[src/fiap_pkg.sv]
package fiap_pkg;

  // register byte offsets on the apb bus
  localparam logic [11:0] CTRL_OFS = 12'h000;
  localparam logic [11:0] OPTS_OFS = 12'h004;
  localparam logic [11:0] ADDR_LOW_OFS = 12'h008;
  localparam logic [11:0] ADDR_HIGH_OFS = 12'h00c;
  localparam logic [11:0] DATA_OFS = 12'h010;
  localparam logic [11:0] LAST_OFS = 12'h02c;

  // word indices (paddr[5:2]) of the same registers
  localparam logic [3:0] IDX_CTRL = 4'h0;
  localparam logic [3:0] IDX_OPTS = 4'h1;
  localparam logic [3:0] IDX_ADDR_LOW = 4'h2;
  localparam logic [3:0] IDX_ADDR_HIGH = 4'h3;
  localparam logic [3:0] IDX_DATA = 4'h4;
  localparam logic [3:0] IDX_WORD0_HIGH = 4'h5;
  localparam logic [3:0] IDX_LAST = 4'hb;

  // field positions
  localparam int CTRL_EN_BIT = 7;
  localparam int CTRL_MODE_LSB = 4;
  localparam int CTRL_TRIG_BIT = 3;
  localparam int CTRL_GO_BIT = 2;
  localparam int OPTS_TSEL_BIT = 1;
  localparam int OPTS_CLR_BIT = 0;
  localparam logic [4:0] PAGE_LAST_WORD = 5'h1f;

  // operation mode codes
  localparam logic [2:0] MODE_WRITE = 3'h0;
  localparam logic [2:0] MODE_ERASE = 3'h1;
  localparam logic [2:0] MODE_READ = 3'h3;
  localparam logic [2:0] MODE_UNLOCK = 3'h6;

  // unlock pattern, word3 high down to word1 low
  localparam logic [5:0][7:0] UNLOCK_PATTERN = {8'h40, 8'hc3, 8'h09, 8'h0d, 8'h04, 8'h00};

  // timing: clock period and array operation times
  localparam int CLK_PERIOD_NS = 4;
  localparam int ERASE_FAST_NS = 3200000;
  localparam int ERASE_SLOW_NS = 3700000;
  localparam int WRITE_FAST_NS = 2200000;
  localparam int WRITE_SLOW_NS = 3000000;
  localparam int ERASE_FAST_CYCLES = ERASE_FAST_NS / CLK_PERIOD_NS;
  localparam int ERASE_SLOW_CYCLES = ERASE_SLOW_NS / CLK_PERIOD_NS;
  localparam int WRITE_FAST_CYCLES = WRITE_FAST_NS / CLK_PERIOD_NS;
  localparam int WRITE_SLOW_CYCLES = WRITE_SLOW_NS / CLK_PERIOD_NS;
  localparam int UNLOCK_CYCLES = 1024;
  localparam int TMR_W = 20;

  typedef enum logic [2:0] {
    FIAP_IDLE = 3'b001,
    FIAP_ERASE = 3'b010,
    FIAP_WRITE = 3'b100
  } fiap_op_t;

  typedef struct packed {
    fiap_op_t st;
    logic en;
    logic [2:0] mode;
    logic trig;
    logic go;
    logic tsel;
    logic clr;
    logic [13:0] addr;
    logic [7:0][7:0] dat;
    logic [31:0][15:0] wbuf;
    logic [31:0] tags;
    logic [31:0] prdata;
    logic [15:0] rd_data;
  } fiap_state_t;

  localparam fiap_state_t STATE_RESET = '{st: FIAP_IDLE, default: '0};

endpackage

[src/fiap_core.sv]
`timescale 1ns/1ps

module fiap_core #(
  parameter int ERASE_FAST = fiap_pkg::ERASE_FAST_CYCLES,
  parameter int ERASE_SLOW = fiap_pkg::ERASE_SLOW_CYCLES,
  parameter int WRITE_FAST = fiap_pkg::WRITE_FAST_CYCLES,
  parameter int WRITE_SLOW = fiap_pkg::WRITE_SLOW_CYCLES
) (
  input wire logic pclk,
  input wire logic presetn,
  input wire logic psel,
  input wire logic penable,
  input wire logic pwrite,
  input wire logic [11:0] paddr,
  input wire logic [31:0] pwdata,
  output logic [31:0] prdata,
  output logic pready,
  output logic pslverr,
  input wire logic [4:0] flash_buf_idx,
  output logic [15:0] flash_buf_data,
  output logic [31:0] flash_tags,
  output logic [8:0] flash_page,
  output logic flash_erase,
  output logic flash_write,
  output logic erase_write_enabled_status
);

  fiap_pkg::fiap_state_t s;
  fiap_pkg::fiap_state_t next_s;

  logic [3:0] widx;
  logic mapped;
  logic wr;
  logic hb_wr;
  logic [31:0] rd_mux;
  logic unlock_load;
  logic unlock_done;
  logic op_load;
  logic [fiap_pkg::TMR_W-1:0] op_len;
  logic op_done;
  logic go_req;

  // address decode; writes are ignored while an array operation runs
  assign widx = paddr[5:2];
  assign mapped = (paddr[11:6] == 6'h00) && (paddr[1:0] == 2'h0) && (widx <= fiap_pkg::IDX_LAST);
  assign wr = psel && penable && pwrite && mapped && (s.st == fiap_pkg::FIAP_IDLE);
  assign hb_wr = wr && (widx == fiap_pkg::IDX_WORD0_HIGH);
  assign go_req = wr && (widx == fiap_pkg::IDX_CTRL) && pwdata[fiap_pkg::CTRL_GO_BIT];

  // read data selection, captured in the setup phase
  always_comb
  begin
    rd_mux = 32'h0000_0000;
    case (widx)
      fiap_pkg::IDX_CTRL:
        rd_mux[7:0] = {s.en, s.mode, s.trig, s.go, 2'b00};
      fiap_pkg::IDX_OPTS:
        rd_mux[7:0] = {6'h00, s.tsel, s.clr};
      fiap_pkg::IDX_ADDR_LOW:
        rd_mux[7:0] = s.addr[7:0];
      fiap_pkg::IDX_ADDR_HIGH:
        rd_mux[7:0] = {2'b00, s.addr[13:8]};
      default:
        if (widx >= fiap_pkg::IDX_DATA && widx <= fiap_pkg::IDX_LAST)
          rd_mux[7:0] = s.dat[3'(widx - fiap_pkg::IDX_DATA)];
    endcase
    if (!mapped)
      rd_mux = 32'h0000_0000;
  end

  // operation length from mode and timing select
  always_comb
  begin
    if (s.mode == fiap_pkg::MODE_ERASE)
      op_len = s.tsel ? fiap_pkg::TMR_W'(ERASE_SLOW) : fiap_pkg::TMR_W'(ERASE_FAST);
    else
      op_len = s.tsel ? fiap_pkg::TMR_W'(WRITE_SLOW) : fiap_pkg::TMR_W'(WRITE_FAST);
  end

  // unlock window opens on trigger in unlock mode
  assign unlock_load = wr && (widx == fiap_pkg::IDX_CTRL) && pwdata[fiap_pkg::CTRL_TRIG_BIT] && !s.trig
                       && (pwdata[6:4] == fiap_pkg::MODE_UNLOCK);
  // start only when enabled and mode is erase or write
  assign op_load = s.go && (s.st == fiap_pkg::FIAP_IDLE) && s.en
                   && (s.mode == fiap_pkg::MODE_ERASE || s.mode == fiap_pkg::MODE_WRITE);

  fiap_timer #(.W(fiap_pkg::TMR_W)) unlock_tmr (
    .pclk(pclk),
    .presetn(presetn),
    .load(unlock_load),
    .load_val(fiap_pkg::TMR_W'(fiap_pkg::UNLOCK_CYCLES)),
    .running(),
    .done(unlock_done)
  );

  fiap_timer #(.W(fiap_pkg::TMR_W)) op_tmr (
    .pclk(pclk),
    .presetn(presetn),
    .load(op_load),
    .load_val(op_len),
    .running(),
    .done(op_done)
  );

  // next state of all registers
  always_comb
  begin
    next_s = s;
    next_s.clr = 1'b0;
    // the array names a buffer word and gets it one cycle later
    next_s.rd_data = s.wbuf[flash_buf_idx];
    if (psel && !penable)
      next_s.prdata = rd_mux;
    if (wr)
    begin
      case (widx)
        fiap_pkg::IDX_CTRL:
        begin
          // writing one to the enabled bit has no effect
          if (!pwdata[fiap_pkg::CTRL_EN_BIT])
            next_s.en = 1'b0;
          next_s.mode = pwdata[fiap_pkg::CTRL_MODE_LSB +: 3];
          if (unlock_load)
            next_s.trig = 1'b1;
          if (pwdata[fiap_pkg::CTRL_GO_BIT])
            next_s.go = 1'b1;
        end
        fiap_pkg::IDX_OPTS:
        begin
          next_s.tsel = pwdata[fiap_pkg::OPTS_TSEL_BIT];
          // buffer clear control empties buffer and tags
          if (pwdata[fiap_pkg::OPTS_CLR_BIT])
          begin
            next_s.clr = 1'b1;
            next_s.wbuf = '0;
            next_s.tags = '0;
          end
        end
        fiap_pkg::IDX_ADDR_LOW:
          next_s.addr[7:0] = pwdata[7:0];
        fiap_pkg::IDX_ADDR_HIGH:
          next_s.addr[13:8] = pwdata[5:0];
        default:
        begin
          // plain byte store into the data registers
          next_s.dat[3'(widx - fiap_pkg::IDX_DATA)] = pwdata[7:0];
          if (hb_wr)
          begin
            // load word and tag the address
            next_s.wbuf[s.addr[4:0]] = {pwdata[7:0], s.dat[0]};
            next_s.tags[s.addr[4:0]] = 1'b1;
            // hold at the last word of the page
            if (s.addr[4:0] != fiap_pkg::PAGE_LAST_WORD)
              next_s.addr = s.addr + 14'h0001;
          end
        end
      endcase
    end
    // window closes when the unlock timer runs out
    if (unlock_done)
      next_s.trig = 1'b0;
    // checked every cycle, so the six bytes may arrive in any order
    // pattern seen in time sets enabled, winning over a clear
    if (s.trig && next_s.dat[7:2] == fiap_pkg::UNLOCK_PATTERN)
      next_s.en = 1'b1;
    // refused start drops write initiate at once
    if (s.go && s.st == fiap_pkg::FIAP_IDLE && !op_load)
      next_s.go = 1'b0;
    if (op_load)
      next_s.st = (s.mode == fiap_pkg::MODE_ERASE) ? fiap_pkg::FIAP_ERASE : fiap_pkg::FIAP_WRITE;
    if (op_done)
    begin
      // completion clears initiate, buffer and tags
      next_s.st = fiap_pkg::FIAP_IDLE;
      next_s.go = 1'b0;
      next_s.wbuf = '0;
      next_s.tags = '0;
    end
  end

  // state register
  always_ff @(posedge pclk or negedge presetn)
  begin
    if (!presetn)
      s <= fiap_pkg::STATE_RESET;
    else
      s <= next_s;
  end

  // outputs to the bus and to the flash array
  assign prdata = s.prdata;
  // zero wait states: each access ends in its first access cycle
  assign pready = 1'b1;
  assign pslverr = psel && penable && !mapped;
  assign flash_buf_data = s.rd_data;
  // array erases only words whose tag is set
  assign flash_tags = s.tags;
  assign flash_page = s.addr[13:5];
  assign flash_erase = (s.st == fiap_pkg::FIAP_ERASE);
  assign flash_write = (s.st == fiap_pkg::FIAP_WRITE);
  assign erase_write_enabled_status = s.en;
endmodule

[src/fiap_timer.sv]
`timescale 1ns/1ps

// down counter: load starts it, done pulses on the last cycle
module fiap_timer #(
  parameter int W = 20
) (
  input wire logic pclk,
  input wire logic presetn,
  input wire logic load,
  input wire logic [W-1:0] load_val,
  output logic running,
  output logic done
);

  typedef struct packed {
    logic [W-1:0] cnt;
  } fiap_tmr_t;

  fiap_tmr_t s;
  fiap_tmr_t next_s;

  // count down to zero, reload on request
  always_comb
  begin
    next_s = s;
    if (load)
      next_s.cnt = load_val;
    else if (s.cnt != '0)
      next_s.cnt = s.cnt - 1'b1;
  end

  always_ff @(posedge pclk or negedge presetn)
  begin
    if (!presetn)
      s <= '0;
    else
      s <= next_s;
  end

  assign running = (s.cnt != '0);
  assign done = (s.cnt == {{(W-1){1'b0}}, 1'b1}) && !load;

endmodule

[config.mk]
export PLATFORM = sky130hd
export DESIGN_NAME = fiap_core
export DESIGN_NICKNAME = d
export VERILOG_FILES = /design/src/fiap_pkg.sv /design/src/fiap_core.sv /design/src/fiap_timer.sv
export SDC_FILE = /design/constraint.sdc
export NUM_CORES = 1
export LEC_CHECK = 0
export BUFFER_PORTS_ARGS = -buffer_cell sky130_fd_sc_hd__buf_2
export CAP_MARGIN = 20
export CORE_MARGIN = 2
export CORE_UTILIZATION = 35
export DETAILED_ROUTE_END_ITERATION = 8
export GPL_TIMING_DRIVEN = 0
export SLEW_MARGIN = 20
export SYNTH_ARGS = -nofsm -noshare
export SYNTH_HDL_FRONTEND = slang
export SYNTH_SLANG_ARGS = --single-unit
[constraint.sdc]
create_clock -name pclk -period 3.7 [get_ports pclk]
set_clock_uncertainty 0.05 [all_clocks]
set_input_delay 0.37 -clock pclk [delete_from_list [all_inputs] [get_ports pclk]]
set_output_delay 0.37 -clock pclk [all_outputs]
set_load 0.03 [all_outputs]
* Word level (Yosys, flattened, before mapping) *
Index checks and enable logic that the tools add are counted.

word-level totals
  flip-flop bits (word level) = 721
  input bits = 54
  output and inout port bits = 94
  logic and storage cells = 195

operators by class
  add/subtract/negate cells = 4
  order comparisons = 7
  equality and inequality tests = 16
  multiplexer cells = 45
  bitwise gates (word level) = 4
  reductions and logical operators = 65

operator list
  operator                 count
  $mux W544                3
  $pmux W544 S2            1
  $mux W630                1
  $bwmux W512              1
  $bmux W16 S5             1
  $demux W16 S5            1
  $mux W20                 4
  $bwmux W64               1
  $mux W64                 1
  $eq A48 B47 Y1 const B   1
  $eq A20 B1 Y1 const B    2
  $reduce_bool A20 Y1      2
  $sub A20 B1 Y20 const B  2
  $mux W18                 2
  $mux W16                 2
  $mux W8                  4
  $or A32 B32 Y32          1
  $pmux W8 S4              1
  $mux W14                 2
  $reduce_bool A2 Y1       13
  $bmux W8 S3              1
  $demux W8 S3             1
  $logic_and A1 B1 Y1      23
  $mux W19                 1
  37 further kinds         69

* Logic depth before layout (Yosys ltp) *
  word-level depth = 16
  gate-level depth with buffers = 11
  mapped depth without buffers = 9

* Cells and area by module *
From an unflattened synthesis, not the netlist that was laid out.

second synthesis, totals
  cells, all modules = 3,158
  area, all modules = 33,996.4 sq um

by module, submodules not included
  module      times used  cells each  area each (sq um)  seq. area each (sq um)
  fiap_core   1           2,886       31,401.4           16,442.0
  fiap_timer  2           136         1,297.5            500.5

* Least setup slack after synthesis *
No wires, ideal clock.

  path kind = input to register
  from = input port paddr[4]
  to = register s, in the netlist flash_page[3]
  setup time = 0.078 ns
  data arrival time = 2.700 ns
  required time = 3.572 ns
  slack = 0.872 ns
  cell stages on the path = 10
  path buffers = 2
  cells stage by stage = clkbuf_1 > inv_2 > ha_1 > clkbuf_1 > or3b_2 > nor2_1 > a21oi_1 > nor3b_1 > a21oi_1 > a21oi_1

on the way
  cells in the longest elaborated chain, start to end = 7
  elaborated cells between the ends (all ways) = 16
  those cells by class = 1 x order compare; 4 x eq/ne; 1 x mux; 1 x bitwise; 9 x reduce/logical

ends and longest elaborated chain
  what                                 line              RTL
  start, declared                      fiap_core.sv:14   input wire logic [11:0] paddr,
  $le A4 B4 Y1                         fiap_core.sv:45   assign mapped = (paddr[11:6] == 6'h00) && (paddr[1:0] == 2'h0) && (widx <= fiap_pkg::IDX_LAST);
  $logic_and A1 B1 Y1                  fiap_core.sv:45
  $logic_and A1 B1 Y1 (2 in series)    fiap_core.sv:46   assign wr = psel && penable && pwrite && mapped && (s.st == fiap_pkg::FIAP_IDLE);
  $logic_and A1 B1 Y1                  fiap_core.sv:47   assign hb_wr = wr && (widx == fiap_pkg::IDX_WORD0_HIGH);
  $reduce_bool A2 Y1 (no source line)  n/a
  $reduce_and A4 Y1 (no source line)   n/a
  end signal, assigned                 fiap_core.sv:185  s <= fiap_pkg::STATE_RESET;
  end signal, assigned                 fiap_core.sv:187  s <= next_s;
  end, declared                        fiap_core.sv:28   fiap_pkg::fiap_state_t s;

Parallel ways exist; a longest one is shown, timed or not.
A chain may end at the register's enable or synchronous reset.

* Final worst setup path *
  from = register s[678] (netlist bit)
  to = register s[427] (netlist bit)

on the way
  cells in the longest elaborated chain, start to end = 8
  elaborated cells between the ends (all ways) = 14
  those cells by class = 3 x eq/ne; 1 x mux; 10 x reduce/logical

ends and longest elaborated chain
  what                                                   line                              RTL
  $eq A3 B1 Y1 *                                         fiap_core.sv:46, fiap_core.sv:84
  $logic_and A1 B1 Y1 (2 in series)                      fiap_core.sv:84                   assign op_load = s.go && (s.st == fiap_pkg::FIAP_IDLE) && s.en
  $logic_and A1 B1 Y1                                    fiap_core.sv:85                   && (s.mode == fiap_pkg::MODE_ERASE || s.mode == fiap_pkg::MODE_WRITE);
  $logic_not A1 Y1                                       fiap_timer.sv:41                  assign done = (s.cnt == {{(W-1){1'b0}}, 1'b1}) && !load;
  $logic_and A1 B1 Y1                                    fiap_timer.sv:41
  $ne A3 B3 Y1 (no source line) (tied with other cells)  n/a
  $reduce_and A4 Y1 (no source line)                     n/a

Mark *: on every way between the ends. The rest lies on a longest branch, timed or not.

==> results_dict.tcl <==
set metrics [dict create \
    cp_max_fo 10 \
    status "completed" \
    ioPinCount 148 \
    startpoint_type "flop" \
    synthTopCellsByArea "dfrtp_1 53%, mux4_2 12%, a22o_1 7.8%, o2bb2ai_1 6.0%, mux2_2 2.6%" \
    yosys.area_share.simple_pct 7.01 \
    synth_edf_count 0 \
    netlist_area_sq_um 32700 \
    worstPathArrival_ns 4.07 \
    grt_usage_pct 19.7 \
    cp.required_ns 4.18 \
    ff2ff_path_depth 8 \
    first_global_vias 22700 \
    fin_crit_sh_pct 97.0 \
    hold_viol 0 \
    p_per_area_nw_per_um2 425 \
    rsz0062_at_grt "false" \
    drc 0 \
    cts_max_level 3 \
    die_h_microns 310 \
    synth_top_cell_area_share_pct 53.2 \
    num-fill-cells 8787 \
    viasPerCell 5.59 \
    area_delta_synth_final_pct 15.2 \
    finalNetCount 2741 \
    relSlewSlack_pct 25.6 \
    drive_gt1_share_pct 26.4 \
    synthXorXnorAreaFrac_pct 0.856 \
    cts_made_buffers 76 \
    worst_slack_ns 0.112 \
    drv_cap 0 \
    synthAdderAreaFrac_pct 0.650 \
    drt_iter0_markers 1644 \
    wl_per_cell_microns 23.4 \
    fmax_mhz 279 \
    async_reset_ff_share_pct 100 \
    worstSkewPairLatency_ns 0.64 \
    hold_depth 4 \
    synthFlopType "dfrtp_1" \
    yosys-top-cells-count "696 x dfrtp_1, 292 x a22o_1, 224 x o2bb2ai_1" \
    fin_setup_tns_ns 0 \
    cts_tree "yes" \
    synth-seq-area-share_pct 53.3 \
    end_kind "flop" \
    clkTransAtPathRegs_ns 0.06 \
    vias 22200 \
    setup_viol 0 \
    antenna_found_initial 4 \
    holdWs_ns 0.156 \
    hold_class "in2reg" \
    reg2reg_from "s[678]" \
    start_util_pct 35.2 \
    ctsRootBufferMaster "clkbuf_16" \
    fp-row-count 112 \
    yosysTopAreaCell "dfrtp_1" \
    cts_max_path_buffers 3 \
    place.gp.congestion 0.856 \
    rrSetupSlack_ns 0.11 \
    yosysWarnings 0 \
    hpwlAfterDp_microns 70600 \
    grt_pass1_wl_microns 144000 \
    power.leakage_nw 16.9 \
    synthCells 2466 \
    dr.pass1.iters 6 \
    hold_end "s[670]" \
    synth_compound_area_share_pct 17.3 \
    synth_top_family_by_area "compound AO/OA/AOI/OAI gates" \
    die_x_microns 310 \
    utilization_pct 40.5 \
    tightest_slew_ns 1.12 \
    worstReg2RegEnd "s[427]" \
    ys_seq_elements 697 \
    hp-start "paddr[3]" \
    pre_cts_ws_ns -0.0720 \
    ir_worst_vdd_uv 335 \
    ys_types 73 \
    grt_max_degree 94 \
    placed_cells 3845 \
    port_buffers 93 \
    grt-ovfl-total 0 \
    die-area_sq_um 96000 \
    antenna_left 0 \
    critPathKind "reg2reg" \
    drv_slew 0 \
    yosysMostFrequentCell "dfrtp_1" \
    avgSynthCellArea_sq_um 13.3 \
    synthMuxAreaShare_pct 15.1 \
    finalWirelength_microns 93100 \
    core-area_sq_um 93000 \
    min_period_ns 3.59 \
    stdcell_count 3981 \
    cts.sinks 697 \
]
what timing repair did:
action	CTS	global route
endpoints found under the setup margin	80	274
gates resized for setup	2	3
hold buffers	1	0
endpoints found under the hold margin	49	0
setup buffers	0	0
stage by stage:
| stage | area (sq um) | total power [mW] |
|---|---|---|
| floorplan | 32800 | 8.04 |
| detailed placement | 35100 | 8.36 |
| global route | 37700 | 16.5 |
| global placement | 34900 | 8.34 |
| CTS | 37700 | 16.2 |
| finish | 37700 | 16.0 |
cells in the final DEF (no fill, tap or decap), types with 6 or more instances in the layout:
cell         n
inv_1       13
and2_1      40
and3_1      24
clkbuf_16   79
clkbuf_1   109
nor2b_1     10
o21ai_1     13
conb_1      25
a22o_1     292
nor3_1      25
o21ai_0     43
nor4_1      14
o21ai_2      9
nand2_1     97
buf_4       94
nor2_1     103
buf_2      152
clkbuf_8    24
nand3_1     26
buf_16       9
dfrtp_1    696
xor2_1      14
nand2b_1    11
mux2i_1     15
buf_6       18
nand3_2      6
xnor2_1     18
mux2_2      75
clkbuf_2    12
ha_1        17
o22ai_1     15
or3_1        8
nand4_1     10
a21oi_1     70
o21ai_4     10
buf_1       30
o2bb2ai_1  224
mux4_2     176
nand3_4      6
worst max-delay path, cell delays in order (launching register included):
cell       delay [ns]
dfstp_2          0.55
or3b_1           0.42
nor2_2           0.30
nand2_1          0.25
a221o_1          0.38
buf_2            0.24
o21ai_1          0.60
clkbuf_1         0.50
o2bb2ai_1        0.18
per-layer routing:
metal / share of wire, % / GRT usage (%)
met2: 48 / 31.9
met5: 0.031 / 0
met4: 2.6 / 5.47
met3: 6.1 / 3.59
met1: 44 / 27.2
logic make-up (layout without fill, tap and decap cells):
group | after synthesis | in the layout
xor gates and xnor gates | 32 | 32
other | 2 | 26
buffers and inverters | 328 | 565
DFF | 697 | 697
muxes | 266 | 266
and+or+nand+nor | 426 | 426
AOI/OAI and AO/OA | 698 | 698
adders and majority gates | 17 | 17
sequential cells by signal, summed over array words and instances (netlist names):
| signal | cells |
|---|---|
| unlock_tmr.s | 20 |
| op_tmr.s | 20 |
| s | 591 |
| flash_tags | 32 |
| flash_page | 9 |
| flash_buf_data | 16 |
| erase_write_enabled_status | 1 |
| prdata | 8 |
worst max path at each step:
stage,from,endpoint,slack [ns],cells after the start
after floorplan,paddr[4],flash_page[3],0.87,10
after global placement,presetn,unlock_tmr.s[5],-12.88,1
after detailed placement,s[678],s[247],-0.07,8
after CTS,s[678],s[361],0.06,8
after global routing,s[678],s[425],0.005,8
final,s[678],s[427],0.11,8
cell type report:
class	instances	area [sq um]	area share, %
Antenna cell	1	2.50	0.00664
Buffer	314	1820	4.82
Clock buffer	116	2360	6.25
Clock inverter	18	211	0.561
Inverter	14	52.6	0.139
Multi-Input combinational cell	1464	13500	35.9
Sequential cell	697	17400	46.2
Tap cell	1254	1570	4.16
Timing Repair Buffer	103	733	1.94
power breakdown:
part | switching, mW | internal, mW | total [mW]
Combinational | 0.431 | 0.161 | 0.591
Sequential | 0.0000806 | 7.62 | 7.62
Clock | 3.19 | 4.61 | 7.80
(Power assumes the default switching activity.)
